File: config.mk
export PLATFORM = sky130hd
export DESIGN_NAME = serial_port_control
export DESIGN_NICKNAME = d
export VERILOG_FILES = /design/src/inc/serial_port_pkg.sv /design/src/verilog/serial_port_control.sv /design/src/verilog/port_mode_decode.sv /design/src/verilog/clock_tick_divider.sv
export SDC_FILE = /design/constraint.sdc
export NUM_CORES = 1
export LEC_CHECK = 0
export ABC_CLOCK_PERIOD_IN_PS = 5900
export BUFFER_PORTS_ARGS = -buffer_cell sky130_fd_sc_hd__buf_2
export CAP_MARGIN = 20
export CORE_MARGIN = 4
export CORE_UTILIZATION = 53
export DETAILED_ROUTE_END_ITERATION = 16
export PLACE_DENSITY = 0.86
export SYNTH_ARGS = -nofsm -noshare
export SYNTH_HDL_FRONTEND = slang
export SYNTH_SLANG_ARGS = --single-unit
File: constraint.sdc
create_clock -name clk_i -period 5.9 [get_ports clk_i]
set_input_delay 0.59 -clock clk_i [delete_from_list [all_inputs] [get_ports clk_i]]
set_output_delay 0.59 -clock clk_i [all_outputs]
set_load 0.05 [all_outputs]
File: src/inc/serial_port_pkg.sv
/*
  shared constants for the serial port control block: register offsets,
  control field positions, reset values, mode codes, pin indices and
  clock divider half periods.
  assumes a 32-bit classic wishbone register bus and a 200 MHz clock.
*/
package serial_port_pkg;

  // register byte offsets within the block
  localparam logic [3:0] CTRL_OFS = 4'h0;
  localparam logic [3:0] BUF_OFS = 4'h4;
  localparam logic [3:0] RELOAD_OFS = 4'h8;
  localparam logic [3:0] STAT_OFS = 4'hC;

  // control register field positions
  localparam int WRITE_COLLISION_FLAG_BIT = 7;
  localparam int OVF_BIT = 6;
  localparam int EN_BIT = 5;
  localparam int CKP_BIT = 4;
  localparam int MODE_LSB = 0;

  // status register field positions
  localparam int STAT_FULL_BIT = 0;
  localparam int STAT_VALID_BIT = 1;
  localparam int STAT_BUSY_BIT = 2;

  // reset values
  localparam logic [7:0] CTRL_RESET = 8'h00;
  localparam logic [7:0] RELOAD_RESET = 8'h00;
  localparam logic [7:0] BUF_RESET = 8'h00;

  // operating mode codes
  typedef enum logic [3:0] {
    MODE_SPI_M_DIV4 = 4'b0000,
    MODE_SPI_M_DIV16 = 4'b0001,
    MODE_SPI_M_DIV64 = 4'b0010,
    MODE_SPI_M_TIMER = 4'b0011,
    MODE_SPI_S_SS = 4'b0100,
    MODE_SPI_S_NOSS = 4'b0101,
    MODE_I2C_S_7 = 4'b0110,
    MODE_I2C_S_10 = 4'b0111,
    MODE_I2C_M_RELOAD = 4'b1000,
    MODE_RSVD_9 = 4'b1001,
    MODE_SPI_M_RELOAD = 4'b1010,
    MODE_I2C_M_FW = 4'b1011,
    MODE_RSVD_C = 4'b1100,
    MODE_RSVD_D = 4'b1101,
    MODE_I2C_S_7_SP = 4'b1110,
    MODE_I2C_S_10_SP = 4'b1111
  } port_mode_e;

  // clock source selection for the master clock divider
  typedef enum logic [1:0] {
    CLK_SRC_FIXED = 2'b00,
    CLK_SRC_TIMER = 2'b01,
    CLK_SRC_RELOAD = 2'b10
  } clk_src_e;

  // pin indices
  localparam int PIN_SCK = 0;
  localparam int PIN_SDO = 1;
  localparam int PIN_SDI = 2;
  localparam int PIN_SS = 3;
  localparam int PIN_SDA = 4;
  localparam int PIN_SCL = 5;
  localparam int PIN_N = 6;

  // clock half periods in system cycles for divide by 4, 16 and 64
  localparam int DIV_W = 10;
  localparam logic [DIV_W-1:0] HALF_DIV4 = 10'h002;
  localparam logic [DIV_W-1:0] HALF_DIV16 = 10'h008;
  localparam logic [DIV_W-1:0] HALF_DIV64 = 10'h020;

endpackage

File: src/verilog/serial_port_control.sv
/*
  control register bank and pin steering of a synchronous serial port
  that works as spi master or slave or as i2c master or slave.
  assumes a classic wishbone master on clk_i, a shift datapath on the
  same clock that reports transfer events, and port direction bits kept
  by software outside this block.
*/
// Implementation choices: the placing of the registers and the Wishbone register port.
// Overview of operation
// - i2c master buffer write when bus cannot start sets write collision
// - slave buffer write while previous word still shifting sets write collision
// - spi slave byte arriving over unread buffer sets overflow, old data kept
// - spi master never raises the receive overflow flag
// - port enable in spi hands sck, sdo and sdi to port, and ss too in mode 0100
// - clearing port enable returns pins to general purpose use
// - port enable in i2c hands sda and scl to the port
// - in spi the polarity bit sets the idle clock level
// - i2c slave: polarity bit zero holds scl low, one releases it
// - codes 0000, 0001, 0010 give spi master at clock over 4, 16, 64
// - 0100 spi slave using ss, 0101 spi slave ignoring ss
// - mode codes give i2c slave with 7-bit or 10-bit address
// - 1100, 1101 and other reserved codes select no mode
`timescale 1ns/1ps
module serial_port_control
(
  // clock and reset
  input wire logic clk_i,
  input wire logic rst_i,
  // wishbone slave
  input wire logic cyc_i,
  input wire logic stb_i,
  input wire logic we_i,
  input wire logic [3:0] adr_i,
  input wire logic [3:0] sel_i,
  input wire logic [31:0] dat_i,
  output logic [31:0] dat_o,
  output logic ack_o,
  // shift datapath events, same clock
  input wire logic start_ok_i,
  input wire logic tx_busy_i,
  input wire logic i2c_transmit_i,
  input wire logic rx_done_i,
  input wire logic [7:0] rx_data_i,
  input wire logic sdo_bit_i,
  input wire logic sda_low_i,
  input wire logic timer_pulse_i,
  // to shift datapath
  output logic tx_load_o,
  output logic [7:0] tx_data_o,
  output logic master_tick_o,
  output logic sck_in_o,
  output logic sdi_in_o,
  output logic ss_active_o,
  output logic sda_in_o,
  output logic scl_in_o,
  output logic spi_master_o,
  output logic spi_slave_o,
  output logic i2c_slave_o,
  output logic i2c_ten_bit_o,
  output logic i2c_master_o,
  // general purpose port side
  input wire logic [serial_port_pkg::PIN_N-1:0] gpio_out_i,
  input wire logic [serial_port_pkg::PIN_N-1:0] gpio_oe_n_i,
  output logic [serial_port_pkg::PIN_N-1:0] gpio_in_o,
  // pads
  input wire logic [serial_port_pkg::PIN_N-1:0] pin_i,
  output logic [serial_port_pkg::PIN_N-1:0] pin_o,
  output logic [serial_port_pkg::PIN_N-1:0] pin_oe_n_o
);

  localparam int N = serial_port_pkg::PIN_N;

  // control register fields
  logic write_collision_flag_reg;
  logic write_collision_flag_next;
  logic ovf_reg;
  logic ovf_next;
  logic en_reg;
  logic en_next;
  logic ckp_reg;
  logic ckp_next;
  logic [3:0] mode_reg;
  logic [3:0] mode_next;
  logic [7:0] reload_reg;
  logic [7:0] reload_next;
  logic [7:0] rxbuf_reg;
  logic [7:0] rxbuf_next;
  logic full_reg;
  logic full_next;
  logic [7:0] txbuf_reg;
  logic [7:0] txbuf_next;
  logic load_reg;
  logic load_next;

  // bus state
  logic ack_reg;
  logic ack_next;
  logic [31:0] rdata_reg;
  logic [31:0] rdata_next;

  // pin synchronisers and master clock
  logic [N-1:0] pin_meta_reg;
  logic [N-1:0] pin_sync_reg;
  logic sck_tog_reg;
  logic sck_tog_next;

  // decoded mode
  logic dec_spi_m;
  logic dec_spi_s;
  logic dec_ss_used;
  logic dec_i2c_s;
  logic dec_i2c_10;
  logic dec_i2c_mhw;
  logic dec_i2c_mfw;
  logic dec_valid;
  serial_port_pkg::clk_src_e dec_src;
  logic [serial_port_pkg::DIV_W-1:0] dec_half;
  logic tick;

  // access strobes
  logic acc;
  logic wr;
  logic rd;
  logic wr_ctrl;
  logic wr_buf;
  logic rd_buf;
  logic slave_mode;
  logic master_mode;
  logic i2c_mode;
  logic spi_mode;
  logic collide;
  logic rx_overflow;

  port_mode_decode port_mode_decode_inst
  (
    .mode_i(mode_reg),
    .spi_master_o(dec_spi_m),
    .spi_slave_o(dec_spi_s),
    .ss_used_o(dec_ss_used),
    .i2c_slave_o(dec_i2c_s),
    .i2c_ten_bit_o(dec_i2c_10),
    .i2c_master_hw_o(dec_i2c_mhw),
    .i2c_master_fw_o(dec_i2c_mfw),
    .mode_valid_o(dec_valid),
    .clk_src_o(dec_src),
    .fixed_half_o(dec_half)
  );

  clock_tick_divider clock_tick_divider_inst
  (
    .clk_i(clk_i),
    .rst_i(rst_i),
    .run_i(en_reg & (dec_spi_m | dec_i2c_mhw) & tx_busy_i),
    .src_i(dec_src),
    .fixed_half_i(dec_half),
    .reload_i(reload_reg),
    .timer_pulse_i(timer_pulse_i),
    .tick_o(tick)
  );

  // bus access happens at the edge where ack is seen by the master
  assign acc = cyc_i & stb_i & ack_reg;
  assign wr = acc & we_i & sel_i[0];
  assign rd = acc & ~we_i;
  assign wr_ctrl = wr & (adr_i == serial_port_pkg::CTRL_OFS);
  assign wr_buf = wr & (adr_i == serial_port_pkg::BUF_OFS);
  assign rd_buf = rd & (adr_i == serial_port_pkg::BUF_OFS);

  // no mode is active while the port is off or the code is reserved
  assign spi_mode = en_reg & (dec_spi_m | dec_spi_s);
  assign i2c_mode = en_reg & (dec_i2c_s | dec_i2c_mhw | dec_i2c_mfw);
  assign slave_mode = en_reg & (dec_spi_s | dec_i2c_s);
  assign master_mode = en_reg & (dec_i2c_mhw | dec_i2c_mfw);

  // collision on a buffer write the port cannot take
  always_comb
  begin
    collide = 1'b0;
    if (wr_buf && master_mode && !start_ok_i)
    begin
      collide = 1'b1;
    end
    if (wr_buf && slave_mode && tx_busy_i)
    begin
      collide = 1'b1;
    end
  end

  // overflow: spi slave only, i2c receive only, never as spi master
  always_comb
  begin
    rx_overflow = 1'b0;
    if (rx_done_i && full_reg && !rd_buf)
    begin
      if (en_reg && dec_spi_s)
      begin
        rx_overflow = 1'b1;
      end
      else if (i2c_mode && !i2c_transmit_i)
      begin
        rx_overflow = 1'b1;
      end
    end
  end

  // register bank next state
  always_comb
  begin
    write_collision_flag_next = write_collision_flag_reg;
    ovf_next = ovf_reg;
    en_next = en_reg;
    ckp_next = ckp_reg;
    mode_next = mode_reg;
    reload_next = reload_reg;
    rxbuf_next = rxbuf_reg;
    full_next = full_reg;
    txbuf_next = txbuf_reg;
    load_next = 1'b0;
    if (wr_ctrl)
    begin
      write_collision_flag_next = write_collision_flag_reg & dat_i[serial_port_pkg::WRITE_COLLISION_FLAG_BIT];
      ovf_next = ovf_reg & dat_i[serial_port_pkg::OVF_BIT];
      en_next = dat_i[serial_port_pkg::EN_BIT];
      ckp_next = dat_i[serial_port_pkg::CKP_BIT];
      mode_next = dat_i[serial_port_pkg::MODE_LSB +: 4];
    end
    if (wr && (adr_i == serial_port_pkg::RELOAD_OFS))
    begin
      reload_next = dat_i[7:0];
    end
    if (wr_buf)
    begin
      txbuf_next = dat_i[7:0];
      load_next = en_reg & dec_valid & ~collide;
    end
    if (rd_buf)
    begin
      full_next = 1'b0;
    end
    // a new byte lands only when the buffer is free; overflow keeps old data
    if (rx_done_i && (spi_mode || i2c_mode))
    begin
      if (!full_reg || rd_buf)
      begin
        rxbuf_next = rx_data_i;
        full_next = 1'b1;
      end
    end
    // hardware set wins over a software clear in the same cycle
    if (collide)
    begin
      write_collision_flag_next = 1'b1;
    end
    if (rx_overflow)
    begin
      ovf_next = 1'b1;
    end
  end

  always_ff @(posedge clk_i)
  begin
    if (rst_i)
    begin
      write_collision_flag_reg <= serial_port_pkg::CTRL_RESET[serial_port_pkg::WRITE_COLLISION_FLAG_BIT];
      ovf_reg <= serial_port_pkg::CTRL_RESET[serial_port_pkg::OVF_BIT];
      en_reg <= serial_port_pkg::CTRL_RESET[serial_port_pkg::EN_BIT];
      ckp_reg <= serial_port_pkg::CTRL_RESET[serial_port_pkg::CKP_BIT];
      mode_reg <= serial_port_pkg::CTRL_RESET[3:0];
      reload_reg <= serial_port_pkg::RELOAD_RESET;
      rxbuf_reg <= serial_port_pkg::BUF_RESET;
      full_reg <= 1'b0;
      txbuf_reg <= serial_port_pkg::BUF_RESET;
      load_reg <= 1'b0;
    end
    else
    begin
      write_collision_flag_reg <= write_collision_flag_next;
      ovf_reg <= ovf_next;
      en_reg <= en_next;
      ckp_reg <= ckp_next;
      mode_reg <= mode_next;
      reload_reg <= reload_next;
      rxbuf_reg <= rxbuf_next;
      full_reg <= full_next;
      txbuf_reg <= txbuf_next;
      load_reg <= load_next;
    end
  end

  // wishbone answer: ack one cycle after the request, dropped next cycle
  always_comb
  begin
    ack_next = cyc_i & stb_i & ~ack_reg;
    rdata_next = rdata_reg;
    if (ack_next)
    begin
      rdata_next = 32'h00000000;
      unique case (adr_i)
        serial_port_pkg::CTRL_OFS:
          rdata_next[7:0] = {write_collision_flag_reg, ovf_reg, en_reg, ckp_reg, mode_reg};
        serial_port_pkg::BUF_OFS: rdata_next[7:0] = rxbuf_reg;
        serial_port_pkg::RELOAD_OFS: rdata_next[7:0] = reload_reg;
        serial_port_pkg::STAT_OFS:
        begin
          rdata_next[serial_port_pkg::STAT_FULL_BIT] = full_reg;
          rdata_next[serial_port_pkg::STAT_VALID_BIT] = dec_valid;
          rdata_next[serial_port_pkg::STAT_BUSY_BIT] = tx_busy_i;
        end
        default: rdata_next = 32'h00000000;
      endcase
    end
  end

  always_ff @(posedge clk_i)
  begin
    if (rst_i)
    begin
      ack_reg <= 1'b0;
      rdata_reg <= 32'h00000000;
    end
    else
    begin
      ack_reg <= ack_next;
      rdata_reg <= rdata_next;
    end
  end

  // master clock phase; returns to idle whenever no transfer runs
  always_comb
  begin
    sck_tog_next = sck_tog_reg;
    if (!(en_reg && tx_busy_i && (dec_spi_m || dec_i2c_mhw)))
    begin
      sck_tog_next = 1'b0;
    end
    else if (tick)
    begin
      sck_tog_next = ~sck_tog_reg;
    end
  end

  always_ff @(posedge clk_i)
  begin
    if (rst_i)
    begin
      sck_tog_reg <= 1'b0;
      pin_meta_reg <= '0;
      pin_sync_reg <= '0;
    end
    else
    begin
      sck_tog_reg <= sck_tog_next;
      pin_meta_reg <= pin_i;
      pin_sync_reg <= pin_meta_reg;
    end
  end

  // pin steering: direction stays with the port direction bits, except sda and scl in i2c
  always_comb
  begin
    pin_o = gpio_out_i;
    pin_oe_n_o = gpio_oe_n_i;
    if (spi_mode)
    begin
      // spi idles at the polarity level and toggles from it
      pin_o[serial_port_pkg::PIN_SCK] = ckp_reg ^ sck_tog_reg;
      pin_o[serial_port_pkg::PIN_SDO] = sdo_bit_i;
      pin_o[serial_port_pkg::PIN_SDI] = 1'b0;
      if (dec_ss_used)
      begin
        pin_o[serial_port_pkg::PIN_SS] = 1'b0;
      end
    end
    if (i2c_mode)
    begin
      // open drain: only ever pull low, released lines float high
      pin_o[serial_port_pkg::PIN_SDA] = 1'b0;
      pin_o[serial_port_pkg::PIN_SCL] = 1'b0;
      pin_oe_n_o[serial_port_pkg::PIN_SDA] = ~sda_low_i;
      pin_oe_n_o[serial_port_pkg::PIN_SCL] = 1'b1;
      if (dec_i2c_s)
      begin
        pin_oe_n_o[serial_port_pkg::PIN_SCL] = ckp_reg;
      end
      else if (dec_i2c_mhw)
      begin
        pin_oe_n_o[serial_port_pkg::PIN_SCL] = ~(tx_busy_i & ~sck_tog_reg);
      end
    end
  end

  // synchronised pin levels go to both the port and the serial logic
  assign gpio_in_o = pin_sync_reg;
  assign sck_in_o = pin_sync_reg[serial_port_pkg::PIN_SCK];
  assign sdi_in_o = pin_sync_reg[serial_port_pkg::PIN_SDI] & spi_mode;
  assign ss_active_o = en_reg & dec_spi_s & (~dec_ss_used | ~pin_sync_reg[serial_port_pkg::PIN_SS]);
  assign sda_in_o = pin_sync_reg[serial_port_pkg::PIN_SDA];
  assign scl_in_o = pin_sync_reg[serial_port_pkg::PIN_SCL];

  // decoded mode and transfer controls to the datapath
  assign spi_master_o = en_reg & dec_spi_m;
  assign spi_slave_o = en_reg & dec_spi_s;
  assign i2c_slave_o = en_reg & dec_i2c_s;
  assign i2c_ten_bit_o = en_reg & dec_i2c_s & dec_i2c_10;
  assign i2c_master_o = en_reg & dec_i2c_mhw;
  assign master_tick_o = tick;
  assign tx_load_o = load_reg;
  assign tx_data_o = txbuf_reg;
  assign ack_o = ack_reg;
  assign dat_o = rdata_reg;

endmodule

File: src/verilog/port_mode_decode.sv
/*
  decodes the four-bit mode field into operating mode strobes and the
  master clock source and rate.
  assumes a purely combinational use on the system clock.
*/
`timescale 1ns/1ps
module port_mode_decode
(
  // mode field
  input wire logic [3:0] mode_i,
  // decoded mode
  output logic spi_master_o,
  output logic spi_slave_o,
  output logic ss_used_o,
  output logic i2c_slave_o,
  output logic i2c_ten_bit_o,
  output logic i2c_master_hw_o,
  output logic i2c_master_fw_o,
  output logic mode_valid_o,
  // master clock choice
  output serial_port_pkg::clk_src_e clk_src_o,
  output logic [serial_port_pkg::DIV_W-1:0] fixed_half_o
);

  always_comb
  begin
    spi_master_o = 1'b0;
    spi_slave_o = 1'b0;
    ss_used_o = 1'b0;
    i2c_slave_o = 1'b0;
    i2c_ten_bit_o = 1'b0;
    i2c_master_hw_o = 1'b0;
    i2c_master_fw_o = 1'b0;
    clk_src_o = serial_port_pkg::CLK_SRC_FIXED;
    fixed_half_o = serial_port_pkg::HALF_DIV4;
    unique case (serial_port_pkg::port_mode_e'(mode_i))
      serial_port_pkg::MODE_SPI_M_DIV4: spi_master_o = 1'b1;
      serial_port_pkg::MODE_SPI_M_DIV16:
      begin
        spi_master_o = 1'b1;
        fixed_half_o = serial_port_pkg::HALF_DIV16;
      end
      serial_port_pkg::MODE_SPI_M_DIV64:
      begin
        spi_master_o = 1'b1;
        fixed_half_o = serial_port_pkg::HALF_DIV64;
      end
      serial_port_pkg::MODE_SPI_M_TIMER:
      begin
        spi_master_o = 1'b1;
        clk_src_o = serial_port_pkg::CLK_SRC_TIMER;
      end
      serial_port_pkg::MODE_SPI_S_SS:
      begin
        spi_slave_o = 1'b1;
        ss_used_o = 1'b1;
      end
      serial_port_pkg::MODE_SPI_S_NOSS: spi_slave_o = 1'b1;
      serial_port_pkg::MODE_I2C_S_7, serial_port_pkg::MODE_I2C_S_7_SP:
        i2c_slave_o = 1'b1;
      serial_port_pkg::MODE_I2C_S_10, serial_port_pkg::MODE_I2C_S_10_SP:
      begin
        i2c_slave_o = 1'b1;
        i2c_ten_bit_o = 1'b1;
      end
      serial_port_pkg::MODE_I2C_M_RELOAD:
      begin
        i2c_master_hw_o = 1'b1;
        clk_src_o = serial_port_pkg::CLK_SRC_RELOAD;
      end
      serial_port_pkg::MODE_SPI_M_RELOAD:
      begin
        spi_master_o = 1'b1;
        clk_src_o = serial_port_pkg::CLK_SRC_RELOAD;
      end
      serial_port_pkg::MODE_I2C_M_FW: i2c_master_fw_o = 1'b1;
      default: ;
    endcase
    mode_valid_o = spi_master_o | spi_slave_o | i2c_slave_o | i2c_master_hw_o
      | i2c_master_fw_o;
  end

endmodule

File: src/verilog/clock_tick_divider.sv
/*
  produces one-cycle tick pulses, one per half period of the serial
  master clock, from a fixed rate, a timer pulse or the reload value.
  assumes timer_pulse_i is a one-cycle pulse on clk_i.
*/
`timescale 1ns/1ps
module clock_tick_divider
#(
  parameter int DIV_W = serial_port_pkg::DIV_W
)
(
  // clock and reset
  input wire logic clk_i,
  input wire logic rst_i,
  // control
  input wire logic run_i,
  input wire serial_port_pkg::clk_src_e src_i,
  input wire logic [DIV_W-1:0] fixed_half_i,
  input wire logic [7:0] reload_i,
  input wire logic timer_pulse_i,
  // tick out
  output logic tick_o
);

  logic [DIV_W-1:0] cnt_reg;
  logic [DIV_W-1:0] cnt_next;
  logic [DIV_W-1:0] half;
  logic tick_next;
  logic tick_reg;

  // half period of fosc/(4*(reload+1)) is 2*(reload+1) cycles
  function automatic logic [DIV_W-1:0] reload_half(input logic [7:0] r);
    reload_half = DIV_W'({r, 1'b0}) + DIV_W'(2);
  endfunction

  always_comb
  begin
    half = (src_i == serial_port_pkg::CLK_SRC_RELOAD) ? reload_half(reload_i) : fixed_half_i;
    cnt_next = cnt_reg;
    tick_next = 1'b0;
    if (!run_i)
    begin
      cnt_next = '0;
    end
    else if (src_i == serial_port_pkg::CLK_SRC_TIMER)
    begin
      tick_next = timer_pulse_i;
    end
    else if (cnt_reg >= half - DIV_W'(1))
    begin
      cnt_next = '0;
      tick_next = 1'b1;
    end
    else
    begin
      cnt_next = cnt_reg + DIV_W'(1);
    end
  end

  always_ff @(posedge clk_i)
  begin
    if (rst_i)
    begin
      cnt_reg <= '0;
      tick_reg <= 1'b0;
    end
    else
    begin
      cnt_reg <= cnt_next;
      tick_reg <= tick_next;
    end
  end

  assign tick_o = tick_reg;

endmodule

==> Word-level counts from Yosys, hierarchy flattened <==
Index checks and enable logic that the tools add are counted.
{ "classes": {"reduce_logical": 32, "n_div": 0, "magnitude_cmp": 1, "eq_ne": 17, "add_sub_neg": 3, "multipliers": 0, "n_bitwise": 49, "muxes": 33, "n_shift": 0} }
{ "op_table": {"columns": ["cell", "n"], "rows": [
  ["4-bit == test (second input constant)", 7],
  ["1-bit bitwise AND", 27],
  ["1-bit 2-to-1 mux", 24],
  ["4-bit by 3-bit == test with 1-bit output (second input constant)", 5],
  ["10-bit 2-to-1 mux", 2],
  ["5-bit one-hot mux with 3 select lines", 1],
  ["1-bit logical AND", 12],
  ["3-bit one-hot mux with 4 select lines", 1],
  ["6-bit one-hot mux with 2 select lines", 1],
  ["2-bit OR reduction", 6],
  ["1-bit NOT", 11],
  ["10-bit by 1-bit adder with 10-bit output (second input constant)", 1],
  ["9-bit by 2-bit adder with 10-bit output (second input constant)", 1],
  ["10-bit >= comparator", 1],
  ["1-bit bitwise OR", 10],
  ["10-bit by 1-bit subtractor with 10-bit output (second input constant)", 1],
  ["4-bit by 2-bit == test with 1-bit output (second input constant)", 2],
  ["4-bit logical NOT", 2],
  ["5-bit OR reduction", 1],
  ["4-bit by 1-bit == test with 1-bit output (second input constant)", 1],
  ["1-bit logical NOT", 4],
  ["2-bit 2-to-1 mux", 2],
  ["4-bit 2-to-1 mux", 1],
  ["2-bit one-hot mux with 2 select lines", 1],
  ["7 further kinds", 10]
]} }
{ "word_totals": {"latchBits": 0, "inputBits": 78, "elab_cells": 152, "output_inout_bits": 71, "mem_bits_rw": 0, "mem_bits_ro": 0, "ff_bits": 67, "n_memories": 0} }

==> Logic depth before layout (Yosys ltp) <==
Gate-level depths: netlist (run 1).
{ "logic_depth": {"ltp_word": 11, "mapped_depth": 15, "ltp_nobuf": 14} }

==> By module <==
A second synthesis (run 1) with hierarchy kept.
{ "hier_totals": {"hier_cells": 443, "hier_area_um2": 4015.1} }
{ "by_module_without_submodules": {"columns": ["module", "area_per_inst_um2", "cells_each", "seq_area_each_um2", "n_inst"], "rows": [
  ["serial_port_control", 2602.5, 270, 1121.1, 1],
  ["clock_tick_divider", 1229.9, 143, 220.2, 1],
  ["port_mode_decode", 182.7, 30, 0.0, 1]
]} }

==> Worst setup path after synthesis (run 1) <==
Ideal clock, no wire load.
{ "synth_path": {"path_kind": "register -> register", "start": "register mode_reg[3]", "end": "register clock_tick_divider_inst.cnt_reg[4]", "synth_period_minus_slack_ns": 3.173, "arrival_ns": 3.094, "slack_ns": 2.727, "t_required_ns": 5.821, "path_stages_with_launch": 16, "n_path_buf": 1, "setup_ns": 0.079, "cell_sequence": "dfxtp_1 > buf_2 > nor2_1 > a32oi_1 > inv_1 > ha_1 > inv_1 > a311oi_2 > and3_1 > o31a_1 > ha_1 > and4_1 > and4b_1 > a211oi_2 > a21oi_1 > nor3_1"} }
{ "synth_via": {"elab_chain_cells": 8, "elab_cells_between_ends": 23, "cone_classes": "add/sub: 1; order compare: 1; eq/ne: 7; mux: 6; bitwise: 4; reduce/logical: 4"} }
{ "synth_lines": {"columns": ["element", "line_no", "text"], "rows": [
  ["start, declared", "serial_port_control.sv:82", "logic [3:0] mode_reg;"],
  ["start signal, assigned", "serial_port_control.sv:268", "mode_reg <= serial_port_pkg::CTRL_RESET[3:0];"],
  ["start signal, assigned", "serial_port_control.sv:281", "mode_reg <= mode_next;"],
  ["4-bit == test, or another cell as far along", "port_mode_decode.sv:36", "unique case (serial_port_pkg::port_mode_e'(mode_i))"],
  ["2-bit OR reduction (no line) or 5-bit OR reduction (tied branches)", null, null],
  ["2-bit one-hot mux with 2 select lines or 1-bit 2-to-1 mux (tied branches)", "port_mode_decode.sv:36", null],
  ["2-bit == test or 1-bit bitwise OR (tied branches)", "clock_tick_divider.sv:38, serial_port_control.sv:153", null],
  ["10-bit 2-to-1 mux or 1-bit bitwise AND (tied branches)", "clock_tick_divider.sv:38, serial_port_control.sv:153", null],
  ["10-bit by 1-bit subtractor with 10-bit output or 1-bit bitwise AND (tied branches)", "clock_tick_divider.sv:49, serial_port_control.sv:153", null],
  ["10-bit >= comparator or 1-bit NOT (tied branches)", null, null],
  ["10-bit 2-to-1 mux or 2-bit OR reduction (tied branches)", null, null],
  ["end signal, assigned", "clock_tick_divider.sv:69", "cnt_reg <= cnt_next;"],
  ["end, declared", "clock_tick_divider.sv:25", "logic [DIV_W-1:0] cnt_reg;"]
]} }
Parallel ways exist; a longest one is shown, timed or not.
A chain may end at the register's enable or synchronous reset.

==> Worst setup path in the final report (run 1) <==
{ "layout_path": {"start": "register mode_reg[3]", "end": "register clock_tick_divider_inst.cnt_reg[6]"} }
Same word-level chain as after synthesis.

==> flow_metrics.env, run 1 <==
export IMPL_fin_crit_ns=3.953
export IMPL_netlist_instances=427
export IMPL_dieHeight_um=91.76
export IMPL_worstReg2RegEnd="clock_tick_divider_inst.cnt_reg[6]"
export IMPL_reg2regPathDepth=11
export IMPL_syn_area_sq_um=3719
export IMPL_max_slew_margin_pct=35.08
export IMPL_wl_per_cell_um=14.92
export IMPL_setup_tns_ns=0
export IMPL_worstHoldPathCells=1
export IMPL_path_max_fanout=16
export IMPL_worst_pin_slew_ns=0.9737
export IMPL_grtUsageMet3_pct=4.922
export IMPL_cts_clk_slew_worst_paths_ns=0.08
export IMPL_reg2reg_slack_ns=1.95
export IMPL_setup_violations=0
export IMPL_cts_hold_buf=0
export IMPL_antenna_found_initial=0
export IMPL_hp_start="pin_meta_reg[2]"
export IMPL_grt_start_max_net_pins=58
export IMPL_grt_most_used_layer="met2"
export IMPL_rsz0062_at_grt="false"
export IMPL_ys_ff_latch=67
export IMPL_ant_nets=0
export IMPL_p_per_area_nw_per_um2=225.9
export IMPL_dpl_cell_area_sq_um=4049
export IMPL_finClkSkew_ns=0.01194
export IMPL_ir_drop_v=0.0002490
export IMPL_arrival_ns=4.22
export IMPL_cts_sinks=67
export IMPL_worstSetupPathType="reg2reg"
export IMPL_drt_pass1_iterations=4
export IMPL_crit_required_ns=6.17
export IMPL_yosys_top_cells_area="dfxtp_1 (36%), mux2i_1 (7.8%), buf_4 (6.5%)"
export IMPL_io_pins=149
export IMPL_cap_violations=0
export IMPL_hold_class="reg2reg"
export IMPL_cts_path_max_buffers=2
export IMPL_num_rows=30
export IMPL_slew_viol_final=0
export IMPL_portBuffers=89
export IMPL_synth_top_area_cell="dfxtp_1"
export IMPL_end_kind="flip-flop"
export IMPL_p_int_uw=688.7
export IMPL_coreArea_sq_um=6794
export IMPL_htreeDepth=3
export IMPL_hold_viol=0
export IMPL_dp_cells=584
export IMPL_syn2layout_area_growth_pct=14.50
export IMPL_yosysWarnings=0
export IMPL_synth_area_per_cell_sq_um=8.709
export IMPL_postCtsSetupBuffers=0
export IMPL_fin_nets=589
export IMPL_final_layout_size_suffix_gt1_share_pct=23.81
export IMPL_clkPwrFrac_pct=42.1
export IMPL_totalWireLength_um=8954
export IMPL_grtUsageMet2_pct=37.31
export IMPL_timing_hold_ws_ns=0.4466
export IMPL_start_util_pct=54.73
export IMPL_cts_tree="built"
export IMPL_synth_ff_type="dfxtp_1"
export IMPL_drc=0
export IMPL_critPathLaunch="mode_reg[3]"
export IMPL_antenna_cells=0
export IMPL_synth_edf_count=0
export IMPL_p_sw_uw=273.1
export IMPL_utilization_pct=62.67
export IMPL_drtIter0Drc=207
export IMPL_vias_per_cell=5.517
export IMPL_cts_resized=0
export IMPL_cts_buffers=9
export IMPL_met1_usage_pct=23.70
export IMPL_p_sw_share_pct=28.40
export IMPL_run_status="completed"
export IMPL_root_buffer="clkbuf_8"
export IMPL_die_w_um=91.76
export IMPL_die_area_sq_um=8420
export IMPL_fin_crit_sh_pct=67.00
export IMPL_synth_seq_area_share_pct=36.07
export IMPL_hpwl_um=6764
export IMPL_final_cells=600
export IMPL_final_area_sq_um=4258
export IMPL_synth_top_area_share_pct=36.07
export IMPL_combPwrFrac_pct=10.4
export IMPL_synthDistinctLibCells=60
export IMPL_via_count=3310
export IMPL_grt_pass1_wl_um=14600
export IMPL_r2r_start="mode_reg[3]"
export IMPL_grt_pass1_vias=3153
export IMPL_worstHoldEndpoint="gpio_in_o[2]"
export IMPL_p_leak_nw=1.821
export IMPL_largest_reg_flops=10
export IMPL_fmax_ghz=0.2530
export IMPL_sequentialPowerShare_pct=47.5
export IMPL_place_congestion=0.8497
export IMPL_clock_latency_ns=0.35
export IMPL_grt_overflow_total=0
export IMPL_gr_usage_all_layers_pct=21.16
export IMPL_crit_path_start_kind="flip-flop"
export IMPL_synth_async_reset_ratio_pct=0
power groups by stage:
stage	logic (mW)	clock network (mW)	registers, mW
after floorplan	0.0864	0	0.475
after global placement	0.0972	0	0.468
after detailed placement	0.0988	0	0.468
after CTS	0.0991	0.408	0.457
after global routing	0.105	0.422	0.458
final	0.0997	0.405	0.457
worst max path at each step:
stage | endpoint | cells past startpoint
2_1_floorplan | clock_tick_divider_inst.cnt_reg[4] | 15
3_3_place_gp | clock_tick_divider_inst.cnt_reg[9] | 11
3_5_place_dp | clock_tick_divider_inst.cnt_reg[7] | 11
4_1_cts | clock_tick_divider_inst.cnt_reg[7] | 11
5_1_grt | clock_tick_divider_inst.cnt_reg[6] | 14
6_report | clock_tick_divider_inst.cnt_reg[6] | 11
layout make-up:
cell class	instances	area, sq um
clock buffer	10	137.6
multi-input combinational	320	2092
inverter	10	37.54
fill	543	2536
sequential	67	1341
tap	96	120.1
timing repair buffer	91	457.9
clock inverter	6	71.32
worst max-delay path, stage by stage (launching register included):
cell,delay [ns]
dfxtp_1,0.68
or3b_1,0.59
o21ai_2,0.30
a311oi_2,0.11
and3_1,0.23
o31a_1,0.28
ha_1,0.30
and4_1,0.24
and4b_1,0.19
a211oi_2,0.45
a21oi_1,0.26
nor3_1,0.25
metrics by stage:
| stage | power [mW] | worst slack [ns] |
|---|---|---|
| after floorplan | 0.5613 | 2.727 |
| after global placement | 0.5649 | 2.153 |
| after detailed placement | 0.5668 | 2.041 |
| after CTS | 0.9641 | 2.008 |
| after global routing | 0.9846 | 1.686 |
| final | 0.9618 | 1.947 |
cell usage in the layout (no fill, tap or decap), types with 9 or more instances in the layout:
cell / synthesis / final
a21oi_1: 22 / 22
o21ai_0: 11 / 11
nand2_1: 34 / 34
buf_2: 6 / 90
ha_1: 12 / 12
nand3_1: 14 / 14
nor2_1: 42 / 42
inv_1: 10 / 10
xor2_1: 11 / 11
clkbuf_8: 0 / 10
mux2i_1: 29 / 29
nor3_1: 13 / 13
nor2b_1: 20 / 20
xnor2_1: 9 / 9
dfxtp_1: 67 / 67
conb_1: 1 / 24
per-layer routing:
layer | vias to the layer above | part of all wire, %
li1 | 1588 | -
met2 | 135 | 52
met1 | 1567 | 39
met3 | 20 | 7.0
met5 | - | 0
met4 | 0 | 2.2
kinds of logic after synthesis:
kind of cell / Yosys count / synth area share [%]
fa+ha+maj: 12 / 4.038
other cells: 1 / 0.1008
xor+xnor: 20 / 4.711
compound gates: 65 / 11.57
mux: 35 / 10.53
simple gates: 164 / 22.98
buf+inv: 63 / 9.993
flops: 67 / 36.07
synth_stat cells, drive strengths merged (2+ instances only):
master / instances
and3: 8
mux2i: 29
nand4: 7
xnor2: 9
and2: 4
dfxtp: 67
a211oi: 4
or3: 2
a21boi: 2
ha: 12
o21ai: 13
nor2: 43
nand3: 14
inv: 10
xor2: 11
a22oi: 8
a31oi: 2
a21oi: 22
clkbuf: 13
a311oi: 4
nand2: 34
nand3b: 3
buf: 40
nor3: 13
nor2b: 20
and4: 2
nor3b: 4
mux2: 3
mux4: 3
No activity file was read; power rests on OpenSTA's default activity.
==> run 2, diff against run 1 <==
Settings changed: ABC_AREA set to 1, ABC_CLOCK_PERIOD_IN_PS 5900 to 3800, CORE_UTILIZATION 53 to 49, PLACE_DENSITY 0.86 to 0.81.
Clock period 5.9 ns to 3.8 ns, I/O delays scaled along.
==> flow_metrics.env, run 2 <==
export IMPL_ant_nets=0
export IMPL_grt_pass1_vias=3132
export IMPL_dieHeight_um=94.97
export IMPL_portBuffers=89
export IMPL_cts_path_max_buffers=2
export IMPL_worst_pin_slew_ns=0.7961
export IMPL_ys_ff_latch=67
export IMPL_gr_usage_all_layers_pct=19.35
export IMPL_cts_resized=0
export IMPL_crit_required_ns=4.04
export IMPL_hold_viol=0
export IMPL_crit_path_start_kind="flip-flop"
export IMPL_p_per_area_nw_per_um2=329.4
export IMPL_hp_start="pin_i[2]"
export IMPL_cts_buffers=9
export IMPL_fmax_ghz=0.3445
export IMPL_synthMuxAreaShare_pct=0.2701
export IMPL_die_area_sq_um=9018
export IMPL_arrival_ns=3.14
export IMPL_grt_overflow_total=0
export IMPL_start_util_pct=50.82
export IMPL_worstReg2RegEnd="clock_tick_divider_inst.cnt_reg[9]"
export IMPL_totalWireLength_um=8790
export IMPL_synthDistinctLibCells=36
export IMPL_r2r_start="mode_reg[0]"
export IMPL_yosysWarnings=0
export IMPL_reg2regPathDepth=17
export IMPL_netlist_instances=529
export IMPL_synth_top_family_by_area="simple AND/OR/NAND/NOR gates"
export IMPL_yosys_top_cells_count="nand2_1 (89), nor2_1 (88), dfxtp_1 (67)"
export IMPL_synth_top_area_share_pct=36.19
export IMPL_hpwl_um=6889
export IMPL_synth_simple_area_share_pct=28.02
export IMPL_syn2layout_area_growth_pct=14.82
export IMPL_vias_per_cell=4.929
export IMPL_largest_reg_flops=10
export IMPL_wl_per_cell_um=12.31
export IMPL_coreArea_sq_um=7292
export IMPL_drc=0
export IMPL_cts_hold_buf=0
export IMPL_drtIter0Drc=157
export IMPL_ir_drop_v=0.0002187
export IMPL_p_leak_nw=2.074
export IMPL_antenna_found_initial=0
export IMPL_layout_common_cells="nand2_1 (89), buf_2 (89), nor2_1 (88)"
export IMPL_fillers=687
export IMPL_run_status="completed"
export IMPL_synth_top_area_cell="dfxtp_1"
export IMPL_worstHoldEndpoint="pin_meta_reg[2]"
export IMPL_root_buffer="clkbuf_8"
export IMPL_final_layout_size_suffix_gt1_share_pct=21.79
export IMPL_path_max_fanout=10
export IMPL_synth_area_per_cell_sq_um=7.006
export IMPL_synth_ff_type="dfxtp_1"
export IMPL_max_slew_margin_pct=46.87
export IMPL_setup_slack_ns=0.8972
export IMPL_cap_violations=0
export IMPL_antenna_cells=0
export IMPL_synth_compound_area_share_pct=14.01
export IMPL_via_count=3519
export IMPL_fin_crit_sh_pct=76.39
export IMPL_synthMostInstantiatedCell="nand2_1"
export IMPL_io_pins=149
export IMPL_postCtsSetupBuffers=0
export IMPL_cts_sinks=67
export IMPL_drt_pass1_iterations=5
export IMPL_synth_async_reset_ratio_pct=0
export IMPL_syn_area_sq_um=3706
export IMPL_setup_tns_ns=0
export IMPL_place_ws_ns=0.9092
export IMPL_fin_crit_ns=2.903
export IMPL_yosys_top_cells_area="dfxtp_1 (36%), nand2_1 (9.0%), nor2_1 (8.9%)"
export IMPL_htreeDepth=3
export IMPL_end_kind="flip-flop"
export IMPL_clock_latency_ns=0.35
export IMPL_grt_start_max_net_pins=33
export IMPL_rsz0062_at_grt="false"
export IMPL_synth_edf_count=0
export IMPL_hold_class="in2reg"
export IMPL_fin_nets=700
export IMPL_synth_xor_area_share_pct=2.836
export IMPL_place_congestion=0.8952
export IMPL_synth_seq_area_share_pct=36.19
export IMPL_setup_violations=0
export IMPL_worstSetupPathType="reg2reg"
export IMPL_finClkSkew_ns=0.009131
export IMPL_worstHoldPathCells=3
export IMPL_cts_tree="built"
export IMPL_reg2reg_slack_ns=0.90
export IMPL_slew_viol_final=0
export IMPL_cts_clk_slew_worst_paths_ns=0.08
export IMPL_num_rows=31
export IMPL_die_w_um=94.97
export IMPL_grt_pass1_wl_um=13630
export IMPL_synth_adder_area_share_pct=4.051
run 2: worst max-delay path by stage:
stage	from	end	depth (start not counted)
after floorplan	mode_reg[0]	pin_o[0]	6
after global placement	mode_reg[0]	clock_tick_divider_inst.cnt_reg[9]	17
after detailed placement	mode_reg[0]	clock_tick_divider_inst.cnt_reg[9]	17
after CTS	mode_reg[0]	clock_tick_divider_inst.cnt_reg[9]	17
after global routing	mode_reg[0]	clock_tick_divider_inst.cnt_reg[9]	18
final	mode_reg[0]	clock_tick_divider_inst.cnt_reg[9]	17
run 2: where the power goes:
part | switching (mW) | leakage [nW] | internal [mW] | total (mW)
combinational | 0.125 | 1.44 | 0.0327 | 0.157
clock | 0.295 | 0.0896 | 0.239 | 0.534
sequential | 0.00247 | 0.542 | 0.708 | 0.711
total | 0.422 | 2.07 | 0.980 | 1.40
run 2: worst max-delay path, stage by stage, from the launching register on:
cell and delay, ns:
dfxtp_1 0.55, nor2_1 0.13, nor2_1 0.12, nand2_1 0.07, o21ai_2 0.08, ha_1 0.21
nand3_1 0.14, nor2_4 0.16, nand3_1 0.10, xnor2_1 0.14, ha_1 0.29, nand2_1 0.05
nor2_1 0.14, nand2_1 0.07, o211ai_1 0.17, nand2_1 0.11, nand2_2 0.18, nor2_1 0.07
run 2: cell type report:
class	count	area (sq um)	area share (%)
multi-input cells	375	1913	44.96
flip-flops and latches	67	1341	31.52
repair buffers	89	445.4	10.47
inverters	68	255.2	5.998
clock buffers	9	123.9	2.911
well taps	99	123.9	2.911
clock inverters	7	52.55	1.235
run 2: routing by layer:
metal  vias to the layer above  wire (um)  global-route usage, %
met5                         -          0                      0
met4                         0        145                  6.010
met3                        16        771                  5.976
met2                       141       4138                  32.88
met1                      1569       3735                  23.30
li1                       1793          -                      -
run 2: cells by family (layout without fill, tap and decap cells):
family | Yosys count | after routing
adder cells (fa/ha/maj) | 12 | 12
flip-flops | 67 | 67
AO/OA/AOI/OAI | 96 | 96
XOR/XNOR | 12 | 12
AND/OR/NAND/NOR | 230 | 230
multiplexers | 1 | 1
other | 1 | 24
buffers and inverters | 110 | 173
run 2: through the flow:
step | hold slack (ns) | area [sq um] | utilization [%] | power [mW] | std cells
after floorplan | 0.3883 | 3792 | - | 0.8727 | 552
after global placement | 0.3891 | 4079 | 55.94 | 0.8811 | 698
after detailed placement | 0.3941 | 4079 | 55.94 | 0.8830 | 698
after CTS | 0.2156 | 4255 | 58.36 | 1.407 | 714
after global routing | 0.2326 | 4255 | 58.36 | 1.447 | 714
final | 0.2252 | 4255 | 58.36 | 1.402 | 714
